===== src/ext_bus_unit_pkg.sv =====
package ext_bus_unit_pkg;

    localparam int          NUM_CS                = 8;
    localparam int          NUM_CS_HIGH           = 4;
    localparam int          ADDR_W                = 24;
    localparam int          DATA_W                = 16;
    localparam logic [31:0] PREFETCH_ABORT_VECTOR = 32'h0000000c;
    localparam logic [31:0] DATA_ABORT_VECTOR     = 32'h00000010;
    localparam logic [23:0] ADDR_RESET            = 24'h000000;
    localparam logic [2:0]  FLOAT_RESET           = 3'h0;
    localparam logic [2:0]  FLOAT_STEP            = 3'h1;
    localparam logic [11:0] PAGE_MASK_ALL         = 12'hfff;

    typedef enum logic [4:0]
    {
        ST_IDLE   = 5'h01,
        ST_FLOAT  = 5'h02,
        ST_SETUP  = 5'h04,
        ST_STROBE = 5'h08,
        ST_HOLD   = 5'h10
    } bus_state_e;

    // One chip select: 1 MB base granularity, page = 1 MB << page_log2
    typedef struct packed
    {
        logic        enable;
        logic [11:0] base;
        logic [2:0]  page_log2;
        logic        bus16;
        logic        byte_select;
        logic [2:0]  float_wait_count;
    } chip_sel_config_s;

    typedef struct packed
    {
        logic byte0_write_strobe_n;
        logic byte1_write_strobe_n;
        logic read_strobe_low;
        logic write_enable_low;
        logic output_enable_low;
        logic upper_byte_sel_n;
        logic lower_byte_sel_n;
    } strobe_s;

    localparam strobe_s STROBE_IDLE = 7'h7f;

    typedef struct packed
    {
        bus_state_e  fsm;
        logic        busy;
        logic        ack;
        logic        abort_prefetch;
        logic        abort_data;
        logic [31:0] abort_vector;
        logic [23:0] cur_addr;
        logic [7:0]  cur_match;
        logic [2:0]  cur_cs;
        logic        cur_write;
        logic        cur_half;
        logic        cur_bus16;
        logic        cur_bsel;
        logic [2:0]  cur_float;
        logic        beat;
        logic [15:0] wdata;
        logic [15:0] rdata;
        logic [2:0]  float_cnt;
        logic [2:0]  last_cs;
        logic [23:0] addr_pins;
        logic [3:0]  cs_low_n;
        strobe_s     strb;
        logic [15:0] data_out;
        logic        data_oe;
    } ebu_state_s;

endpackage


===== src/external_bus_interface.sv =====
`timescale 1ns/1ps
`default_nettype none

module external_bus_interface
    import ext_bus_unit_pkg::*;
(
    input  wire logic                     i_clk,
    input  wire logic                     i_reset_n,
    input  wire chip_sel_config_s [7:0]   i_chip_sel_config,
    input  wire logic [3:0]               i_high_cs_mode,
    input  wire logic                     i_req,
    input  wire logic [31:0]              i_req_addr,
    input  wire logic                     i_req_write,
    input  wire logic                     i_req_half,
    input  wire logic                     i_req_instr,
    input  wire logic                     i_req_internal,
    input  wire logic [15:0]              i_req_wdata,
    input  wire logic [15:0]              i_data_in,
    input  wire logic                     i_ext_wait_low,
    output var  logic                     o_busy,
    output var  logic                     o_ack,
    output var  logic [15:0]              o_rdata,
    output var  logic                     o_prefetch_abort,
    output var  logic                     o_data_abort,
    output var  logic [31:0]              o_abort_vector,
    output var  logic [23:0]              o_addr,
    output var  logic [3:0]               o_chip_sel_low_n,
    output var  logic [15:0]              o_data_out,
    output var  logic                     o_data_oe,
    output var  logic                     o_byte0_write_strobe_n,
    output var  logic                     o_byte1_write_strobe_n,
    output var  logic                     o_read_strobe_low,
    output var  logic                     o_write_enable_low,
    output var  logic                     o_output_enable_low,
    output var  logic                     o_upper_byte_sel_n,
    output var  logic                     o_lower_byte_sel_n
);

    logic [1:0]  rst_sync;
    logic        rst_n;
    ebu_state_s  st;
    ebu_state_s  next_st;
    logic [7:0]  hit;
    logic [2:0]  hit_cs;
    logic        wait_hold;
    logic        blocked;
    logic [1:0]  lanes;

    always_ff @(posedge i_clk or negedge i_reset_n)
    begin
        if (!i_reset_n)
            rst_sync <= 2'h0;
        else
            rst_sync <= {rst_sync[0], 1'b1};
    end
    assign rst_n = rst_sync[1];

    // Upper address bits are compared under the page mask only, so a small
    // device simply aliases through its whole page
    function automatic logic cs_hit(chip_sel_config_s c, logic [31:0] a);
        logic [11:0] mask;
        mask = PAGE_MASK_ALL << c.page_log2;
        return c.enable && ((a[31:20] & mask) == (c.base & mask));
    endfunction

    function automatic logic [2:0] lowest(logic [7:0] m);
        logic [2:0] idx;
        idx = 3'h0;
        for (int k = NUM_CS - 1; k >= 0; k--)
        begin
            if (m[k])
                idx = 3'(k);
        end
        return idx;
    endfunction

    // CS4 sits on A23 down to CS7 on A20
    function automatic logic [23:0] pin_addr(logic [23:0] a, logic [7:0] m,
                                             logic [3:0] mode);
        logic [23:0] p;
        p = a;
        for (int k = 0; k < NUM_CS_HIGH; k++)
        begin
            if (mode[k])
                p[23 - k] = m[4 + k];
        end
        return p;
    endfunction

    function automatic strobe_s strobe_for(logic wr, logic bsel, logic [1:0] ln);
        strobe_s s;
        s = STROBE_IDLE;
        if (bsel)
        begin
            s.write_enable_low  = !wr;
            s.output_enable_low = wr;
            s.upper_byte_sel_n  = !ln[1];
            s.lower_byte_sel_n  = !ln[0];
        end
        else
        begin
            s.read_strobe_low      = wr;
            s.byte0_write_strobe_n = !(wr && ln[0]);
            s.byte1_write_strobe_n = !(wr && ln[1]);
        end
        return s;
    endfunction

    generate
        for (genvar g = 0; g < NUM_CS; g++)
        begin : g_decode
            assign hit[g] = cs_hit(i_chip_sel_config[g], i_req_addr);
        end
    endgenerate

    assign hit_cs    = lowest(hit);
    assign wait_hold = !i_ext_wait_low &&
                       (st.fsm inside {ST_SETUP, ST_STROBE, ST_HOLD});
    assign blocked   = (st.float_cnt != FLOAT_RESET) &&
                       (i_req_write || (hit_cs != st.last_cs));

    always_comb
    begin
        next_st = st;
        lanes   = 2'h1;
        next_st.ack            = 1'b0;
        next_st.abort_prefetch = 1'b0;
        next_st.abort_data     = 1'b0;
        if (!wait_hold)
        begin
            if (st.float_cnt != FLOAT_RESET)
                next_st.float_cnt = st.float_cnt - FLOAT_STEP;
            case (st.fsm)
                ST_IDLE:
                begin
                    if (i_req && i_req_internal)
                    begin
                        next_st.ack = 1'b1;
                    end
                    else if (i_req && (hit == 8'h00))
                    begin
                        next_st.abort_prefetch = i_req_instr;
                        next_st.abort_data     = !i_req_instr;
                        next_st.abort_vector   = i_req_instr ? PREFETCH_ABORT_VECTOR
                                                             : DATA_ABORT_VECTOR;
                    end
                    else if (i_req)
                    begin
                        next_st.busy      = 1'b1;
                        next_st.cur_addr  = i_req_addr[23:0];
                        next_st.cur_match = hit;
                        next_st.cur_cs    = hit_cs;
                        next_st.cur_write = i_req_write;
                        next_st.cur_half  = i_req_half;
                        next_st.cur_bus16 = i_chip_sel_config[hit_cs].bus16;
                        next_st.cur_bsel  = i_chip_sel_config[hit_cs].byte_select;
                        next_st.cur_float = i_chip_sel_config[hit_cs].float_wait_count;
                        next_st.wdata     = i_req_wdata;
                        next_st.rdata     = 16'h0000;
                        next_st.beat      = 1'b0;
                        next_st.fsm       = blocked ? ST_FLOAT : ST_SETUP;
                    end
                end
                ST_FLOAT:
                begin
                    if (st.float_cnt == FLOAT_RESET)
                        next_st.fsm = ST_SETUP;
                end
                ST_SETUP:
                begin
                    next_st.fsm = ST_STROBE;
                end
                ST_STROBE:
                begin
                    next_st.fsm = ST_HOLD;
                    if (!st.cur_write)
                    begin
                        if (!st.cur_bus16)
                        begin
                            if (st.beat)
                                next_st.rdata[15:8] = i_data_in[7:0];
                            else
                                next_st.rdata[7:0] = i_data_in[7:0];
                        end
                        else if (st.cur_half)
                            next_st.rdata = i_data_in;
                        else
                            next_st.rdata = {8'h00, st.cur_addr[0] ? i_data_in[15:8]
                                                                   : i_data_in[7:0]};
                    end
                end
                ST_HOLD:
                begin
                    // Halfword on an 8-bit device takes two byte cycles
                    if (st.cur_half && !st.cur_bus16 && !st.beat)
                    begin
                        next_st.beat        = 1'b1;
                        next_st.cur_addr[0] = 1'b1;
                        next_st.fsm         = ST_SETUP;
                    end
                    else
                    begin
                        next_st.fsm  = ST_IDLE;
                        next_st.busy = 1'b0;
                        next_st.ack  = 1'b1;
                        if (!st.cur_write)
                        begin
                            next_st.float_cnt = st.cur_float;
                            next_st.last_cs   = st.cur_cs;
                        end
                    end
                end
                default:
                begin
                    next_st.fsm  = ST_IDLE;
                    next_st.busy = 1'b0;
                end
            endcase

            if (next_st.fsm == ST_SETUP && st.fsm != ST_SETUP)
            begin
                next_st.addr_pins = pin_addr(
                    {next_st.cur_addr[23:1], next_st.cur_addr[0] && !next_st.cur_bus16},
                    next_st.cur_match, i_high_cs_mode);
                next_st.cs_low_n  = ~next_st.cur_match[3:0];
                next_st.data_oe   = next_st.cur_write;
                if (!next_st.cur_bus16)
                    next_st.data_out = {8'h00, next_st.beat ? next_st.wdata[15:8]
                                                            : next_st.wdata[7:0]};
                else if (next_st.cur_half)
                    next_st.data_out = next_st.wdata;
                else
                    next_st.data_out = {next_st.wdata[7:0], next_st.wdata[7:0]};
            end
            if (next_st.fsm inside {ST_IDLE, ST_FLOAT})
            begin
                // Selects off, address pins follow cur_addr, so from its second cycle a float wait shows the next address
                next_st.addr_pins = pin_addr(st.cur_addr, 8'h00, i_high_cs_mode);
                next_st.cs_low_n  = 4'hf;
                next_st.data_oe   = 1'b0;
            end
            if (st.cur_bus16 && st.cur_half)
                lanes = 2'h3;
            else if (st.cur_bus16)
                lanes = st.cur_addr[0] ? 2'h2 : 2'h1;
            next_st.strb = (next_st.fsm == ST_STROBE)
                         ? strobe_for(st.cur_write, st.cur_bsel, lanes) : STROBE_IDLE;
        end
    end

    always_ff @(posedge i_clk or negedge rst_n)
    begin
        if (!rst_n)
        begin
            st              <= '0;
            st.fsm          <= ST_IDLE;
            st.addr_pins    <= ADDR_RESET;
            st.cs_low_n     <= 4'hf;
            st.strb         <= STROBE_IDLE;
            st.float_cnt    <= FLOAT_RESET;
            st.abort_vector <= DATA_ABORT_VECTOR;
        end
        else
            st <= next_st;
    end

    assign o_busy                 = st.busy;
    assign o_ack                  = st.ack;
    assign o_rdata                = st.rdata;
    assign o_prefetch_abort       = st.abort_prefetch;
    assign o_data_abort           = st.abort_data;
    assign o_abort_vector         = st.abort_vector;
    assign o_addr                 = st.addr_pins;
    assign o_chip_sel_low_n       = st.cs_low_n;
    assign o_data_out             = st.data_out;
    assign o_data_oe              = st.data_oe;
    assign o_byte0_write_strobe_n = st.strb.byte0_write_strobe_n;
    assign o_byte1_write_strobe_n = st.strb.byte1_write_strobe_n;
    assign o_read_strobe_low      = st.strb.read_strobe_low;
    assign o_write_enable_low     = st.strb.write_enable_low;
    assign o_output_enable_low    = st.strb.output_enable_low;
    assign o_upper_byte_sel_n     = st.strb.upper_byte_sel_n;
    assign o_lower_byte_sel_n     = st.strb.lower_byte_sel_n;
endmodule

`default_nettype wire


===== config.mk =====
export PLATFORM = sky130hd
export DESIGN_NAME = external_bus_interface
export DESIGN_NICKNAME = d
export VERILOG_FILES = /design/src/ext_bus_unit_pkg.sv /design/src/external_bus_interface.sv
export SDC_FILE = /design/constraint.sdc
export NUM_CORES = 1
export LEC_CHECK = 0
export BUFFER_PORTS_ARGS = -buffer_cell sky130_fd_sc_hd__buf_4
export CAP_MARGIN = 10
export CELL_PAD_IN_SITES_DETAIL_PLACEMENT = 1
export CELL_PAD_IN_SITES_GLOBAL_PLACEMENT = 1
export CORE_MARGIN = 2
export CORE_UTILIZATION = 37
export DETAILED_ROUTE_END_ITERATION = 16
export PLACE_DENSITY = 0.86
export REMOVE_ABC_BUFFERS = 1
export SLEW_MARGIN = 10
export SYNTH_ARGS = -nofsm -noshare
export SYNTH_HDL_FRONTEND = slang
export SYNTH_SLANG_ARGS = --single-unit

===== constraint.sdc =====
create_clock -name i_clk -period 5 [get_ports i_clk]
set_input_delay 1.5 -clock i_clk [delete_from_list [all_inputs] [get_ports i_clk]]
set_output_delay 1.5 -clock i_clk [all_outputs]
set_load 0.03 [all_outputs]

; ---- Word-level counts from Yosys, hierarchy flattened
; Index checks and enable logic that the tools add are counted.
[op_classes]
addsub = 1
mux = 71
n_lt_le_gt_ge = 1
shifts = 8
reduce_logical = 48
eq_ne = 28
bitwise = 22
[op_table]
columns = op, n
row1 = 12-bit bitwise AND, 16
row2 = 168-bit 2-to-1 mux, 1
row3 = 75-bit 2-to-1 mux, 2
row4 = 109-bit 2-to-1 mux, 1
row5 = 12-bit equality test, 8
row6 = 16-bit 2-to-1 mux, 6
row7 = 12-bit by 3-bit << shifter with 12-bit output (first input constant), 8
row8 = 21-bit binary-select mux with 3-bit select, 1
row9 = 57-bit 2-to-1 mux, 1
row10 = 28-bit 2-to-1 mux, 2
row11 = 18-bit 2-to-1 mux, 2
row12 = 3-bit 2-to-1 mux, 12
row13 = 6-bit 2-to-1 mux, 6
row14 = 34-bit 2-to-1 mux, 1
row15 = 8-bit 2-to-1 mux, 4
row16 = 16-bit one-hot mux with 2 select lines, 1
row17 = 5-bit one-hot mux with 5 select lines, 1
row18 = 5-bit 2-to-1 mux, 4
row19 = 1-bit logical AND, 19
row20 = 17-bit 2-to-1 mux, 1
row21 = 1-bit 2-to-1 mux, 14
row22 = 2-bit != test (second input constant), 7
row23 = 7-bit AND reduction, 2
row24 = 5-bit by 1-bit equality test with 1-bit output (second input constant), 2
row25 = other kinds (27), 57
[word_totals]
out_inout_bits = 104
reg_bits = 176
inputBits = 244
wordCells = 211

; ---- Longest topological paths before layout
[depth]
depth_word = 26
ltp_mapped = 15
ltp_nobuf = 10

; ---- Least setup slack after synthesis
; OpenSTA, ideal clock, no wires.
[synth_timing]
path_type = input-to-reg
from = input port i_req_addr[25]
to = register st (netlist bit o_data_out[10])
setup_slack_ns = 0.269
n_path_buf = 2
setup_time_ns = 0.125
arrival_ns = 4.606
path_stages = 12
t_required_ns = 4.875
path_cell_list = buf_4 xor2_1 a22o_1 or4_4 o32a_2 a2111oi_4 xor2_1 nor4_1 a21oi_2 nor2_1 buf_6 mux2_2
[synth_via]
elab_chain_len = 23
elab_cells_between_ends = 56
classes_between = eq/ne (10) / mux (24) / bitwise (8) / reduce/logical (14)
[synth_rtl]
columns = item, line_no
row1 = "start, declared", external_bus_interface.sv:12  ; input wire logic [31:0] i_req_addr,
row2 = 12-bit bitwise AND, external_bus_interface.sv:63  ; return c.enable && ((a[31:20] & mask) == (c.base & mask));
row3 = 12-bit equality test, external_bus_interface.sv:63
row4 = 1-bit logical AND, external_bus_interface.sv:63
row5 = 3-bit 2-to-1 mux (8 in a row), external_bus_interface.sv:71  ; if (m[k])
row6 = 3-bit != test, external_bus_interface.sv:120  ; (i_req_write || (hit_cs != st.last_cs));
row7 = 1-bit logical OR, external_bus_interface.sv:120
row8 = 1-bit logical AND, external_bus_interface.sv:119  ; assign blocked = (st.float_cnt != FLOAT_RESET) &&
row9 = 3-bit 2-to-1 mux, external_bus_interface.sv:161  ; next_st.fsm = blocked ? ST_FLOAT : ST_SETUP;
row10 = 6-bit 2-to-1 mux, external_bus_interface.sv:147  ; else if (i_req)
row11 = 6-bit 2-to-1 mux, external_bus_interface.sv:140  ; else if (i_req && (hit == 8'h00))
row12 = 6-bit 2-to-1 mux, external_bus_interface.sv:136  ; if (i_req && i_req_internal)
row13 = 5-bit one-hot mux with 5 select lines, external_bus_interface.sv:133  ; case (st.fsm)
row14 = 5-bit 2-to-1 mux, external_bus_interface.sv:129  ; if (!wait_hold)
row15 = 5-bit by 3-bit equality test with 1-bit output, external_bus_interface.sv:220  ; if (next_st.fsm == ST_SETUP && st.fsm != ST_SETUP)
row16 = 1-bit logical AND, external_bus_interface.sv:220
row17 = 2-bit AND reduction (no source line), --
row18 = "end signal, assigned", external_bus_interface.sv:264  ; st <= next_st;
row19 = "end, declared", external_bus_interface.sv:41  ; ebu_state_s st;
; Several ways; a longest one is shown, not always the timed one. The select of a mux whose other input is x is not followed.
; A chain may end at the register's enable or synchronous reset.

; ---- Worst setup path in the final report
[layout_timing]
from = input port i_req_addr[20]
to = register st (netlist bit o_addr[22])
[layout_via]
elab_chain_len = 24
elab_cells_between_ends = 59
classes_between = eq/ne (12) / mux (23) / bitwise (8) / reduce/logical (16)
[layout_rtl]
columns = item, line_no
row1 = 12-bit bitwise AND, external_bus_interface.sv:63
row2 = 12-bit equality test, external_bus_interface.sv:63
row3 = 1-bit logical AND, external_bus_interface.sv:63
row4 = 3-bit 2-to-1 mux (8 in a row), external_bus_interface.sv:71
row5 = 3-bit != test, external_bus_interface.sv:120
row6 = 1-bit logical OR, external_bus_interface.sv:120
row7 = 1-bit logical AND, external_bus_interface.sv:119
row8 = 3-bit 2-to-1 mux, external_bus_interface.sv:161
row9 = 6-bit 2-to-1 mux, external_bus_interface.sv:147
row10 = 6-bit 2-to-1 mux, external_bus_interface.sv:140
row11 = 6-bit 2-to-1 mux, external_bus_interface.sv:136
row12 = 5-bit one-hot mux with 5 select lines, external_bus_interface.sv:133
row13 = 5-bit 2-to-1 mux, external_bus_interface.sv:129
row14 = "5-bit by 1-bit equality test with 1-bit output, or another cell as far along", external_bus_interface.sv:235  ; if (next_st.fsm inside {ST_IDLE, ST_FLOAT})
row15 = 2-bit nonzero test or 1-bit logical AND (tied branches), "external_bus_interface.sv:235, external_bus_interface.sv:220"
row16 = 2-bit nonzero test (no source line), --
row17 = 2-bit AND reduction (no source line), --
; Several ways; a longest one is shown, not always the timed one. The select of a mux whose other input is x is not followed.

==> results.ini <==
[clock_network]
cts-buffers-inserted = 17
htreeDepth = 4
cts_root_buffer = clkbuf_16
cts_tree = built
hold_buffers = 0
post_cts_buffers = 0
path_clk_slew_ns = 0.07
ctsResizeCount = 0
cts_max_path_buffers = 2
clock-sinks = 146
insertion_delay_ns = 0.42

[setup_path]
end_kind = register
critical_path_required_ns = 5.30
path_class = in2reg
cp-start-kind = input port
arrival_ns = 4.77
worstPathMaxFanout = 9

[global_route]
grt_remaining_overflow = 0
antenna_found_initial = 0
grt_pass1_wl_microns = 49100
grt_pass1_vias = 9007
grt_start_max_net_pins = 79
grt_usage = 0.236

[floorplan]
die_y_microns = 164
die_x_microns = 164
initial_core_util = 0.376
die_area_sq_um = 26800
pin_count = 348
core_sq_um = 25100
num_rows = 58

[power_and_ir_drop]
powerDensity_nw_per_um2 = 367
peakVddDrop_v = 0.000230
power.leakage_nw = 6.03

[drt]
drc = 0
viasPerCell = 5.12
drt_iter0_drc = 366
dr_wl_met3_microns = 1760
ant_nets = 0
wl_met2_microns = 15700
top_layer_used = met4
dr.pass1.iters = 4
drt-met1-wl_microns = 13600
num_vias = 8345
wire_per_inst_microns = 19.4
wirelength_microns = 31600

[layout]
final_nets = 1534
fin_util = 0.488
post-route-cell-area_sq_um = 12300
final.fill_count = 2975
area_growth_pct = 29.8
n_antenna_cell = 0
layout-drive-gt1-share = 0.322
fin_cells = 1630
final_common_cell = buf_4
final_cell_mix = 341 x buf_4, 205 x nand2_1, 132 x dfrtp_1

[timing]
tns_ns = 0
max_slew_margin = 0.244
hold_viol = 0
worst_pin_slew_ns = 1.12
rsz0062_at_grt = false
final.period_utilization = 0.893
period_needed_ns = 4.47
skew_ns = 0.0106
setup_viol = 0
fmax_mhz = 224
worst_hold_slack_ns = 0.359
report.final.slew_viol_count = 0

[yosys]
avgSynthCellArea_sq_um = 9.06
yosys-top-cells-area = dfrtp_1 35%, mux2i_1 8.9%, nand2_1 8.1%
postSynth.asyncResetShare = 1.00
netlist.area_leader.share = 0.352
ys_seq_area_frac = 0.388
synth_cell_types = 74
synthFlopType = dfrtp_1
syn_area_sq_um = 9450
ys_seq_elements = 146
yosys_warnings = 0
synth-edff-count = 0
postSynthCellCount = 1043
yosys.area.top_type = dfrtp_1

[placement]
placed_area_sq_um = 11700
gp_congestion = 0.974
io_buffers = 318
hpwl_microns = 24600
post-place-cells = 1598

[status]
status = complete, no violations

[worst_hold_path]
min-delay-path-class = reg2reg

[flow_run]
cap_violations = 0

## cell families (layout without fill, tap and decap cells)
| group | Yosys count | in the layout | synth area share |
|---|---|---|---|
| compound gates | 213 | 213 | 0.152 |
| flops | 146 | 146 | 0.388 |
| other cells | 2 | 30 | 0.000794 |
| xor+xnor | 98 | 98 | 0.0908 |
| mux | 99 | 99 | 0.107 |
| buf+inv | 160 | 389 | 0.108 |
| simple gates | 322 | 322 | 0.150 |
| fa+ha+maj | 3 | 3 | 0.00397 |
## Yosys cell counts (all sizes together) (4+ instances only)
library cell / count
o211ai: 6
nand3b: 4
o22ai: 8
buf: 126
xnor2: 69
nand4: 6
xor2: 29
a21o: 8
nor2: 31
nand2: 205
and2: 15
a21oi: 31
nor2b: 8
o31ai: 21
a31oi: 11
o22a: 8
mux2i: 84
dfstp: 13
and3: 6
nor3: 10
o21ai: 67
a211oi: 4
mux2: 15
clkbuf: 21
o311ai: 5
inv: 12
dfrtp: 133
nand3: 13
or3: 9
## worst max-delay path: stages
cell and delay [ns]:
buf_4 0.18, xnor2_1 0.14, or3_1 0.31, a31oi_1 0.30
nor2_1 0.16, or3_1 0.49, o31ai_1 0.49, o31ai_1 0.22
a21oi_4 0.19, nor2_1 0.09, buf_4 0.20, buf_4 0.16
a311o_1 0.33
## where the power goes
part	internal, W	switching [W]
clock	0.000790	0.000537
combinational	0.000670	0.000943
sequential	0.00139	0.000170
## area by class of cell
cell class / count / area [sq um] / area share
clock buffers: 17 / 425 / 0.0347
clock inverters: 15 / 181 / 0.0148
inverters: 13 / 48.8 / 0.00398
multi-input cells: 765 / 4900 / 0.400
flip-flops and latches: 146 / 3670 / 0.300
well taps: 330 / 413 / 0.0337
repair buffers: 344 / 2620 / 0.214
## registers in the layout (all words and copies together), names as in the netlist, 2 cells and up
register	count
o_rdata	16
st	70
rst_sync	2
o_data_out	16
o_chip_sel_low_n	4
o_abort_vector	2
o_addr	24
## per-stage QoR
stage                     setup slack [ns]  power, W
after floorplan                      -1.51   0.00248
after global placement               0.209   0.00313
after detailed placement             0.121   0.00319
after CTS                            0.539   0.00454
after global routing                 0.336   0.00474
final                                0.535   0.00450
## path summary, 6_finish.rpt
| kind | startpoint | endpoint | slack [ns] | depth (start not counted) |
|---|---|---|---|---|
| max in group asynchronous | rst_sync[1]$_DFF_PN0_ | o_abort_vector[4]$_DFFE_PN1P_ | 3.58 | 1 |
| min in group asynchronous | rst_sync[1]$_DFF_PN0_ | st[107]$_DFFE_PN0N_ | 0.46 | 0 |
| worst max register to register | st[173]$_DFFE_PN0N_ | o_addr[22]$_DFFE_PN0P_ | 1.68 | 9 |
| worst max-delay path | i_req_addr[20] | o_addr[22]$_DFFE_PN0P_ | 0.53 | 13 |
| worst min register to register | rst_sync[0]$_DFF_PN0_ | rst_sync[1]$_DFF_PN0_ | 0.36 | 0 |
| worst min-delay path | rst_sync[0]$_DFF_PN0_ | rst_sync[1]$_DFF_PN0_ | 0.36 | 0 |
## routing by layer
layer / up-vias / GRT usage
li1: 3967 / -
met1: 4107 / 0.300
met2: 231 / 0.409
met3: 40 / 0.0500
met4: 0 / 0.0602
met5: - / 0
Power figures use the tool's default switching activity.
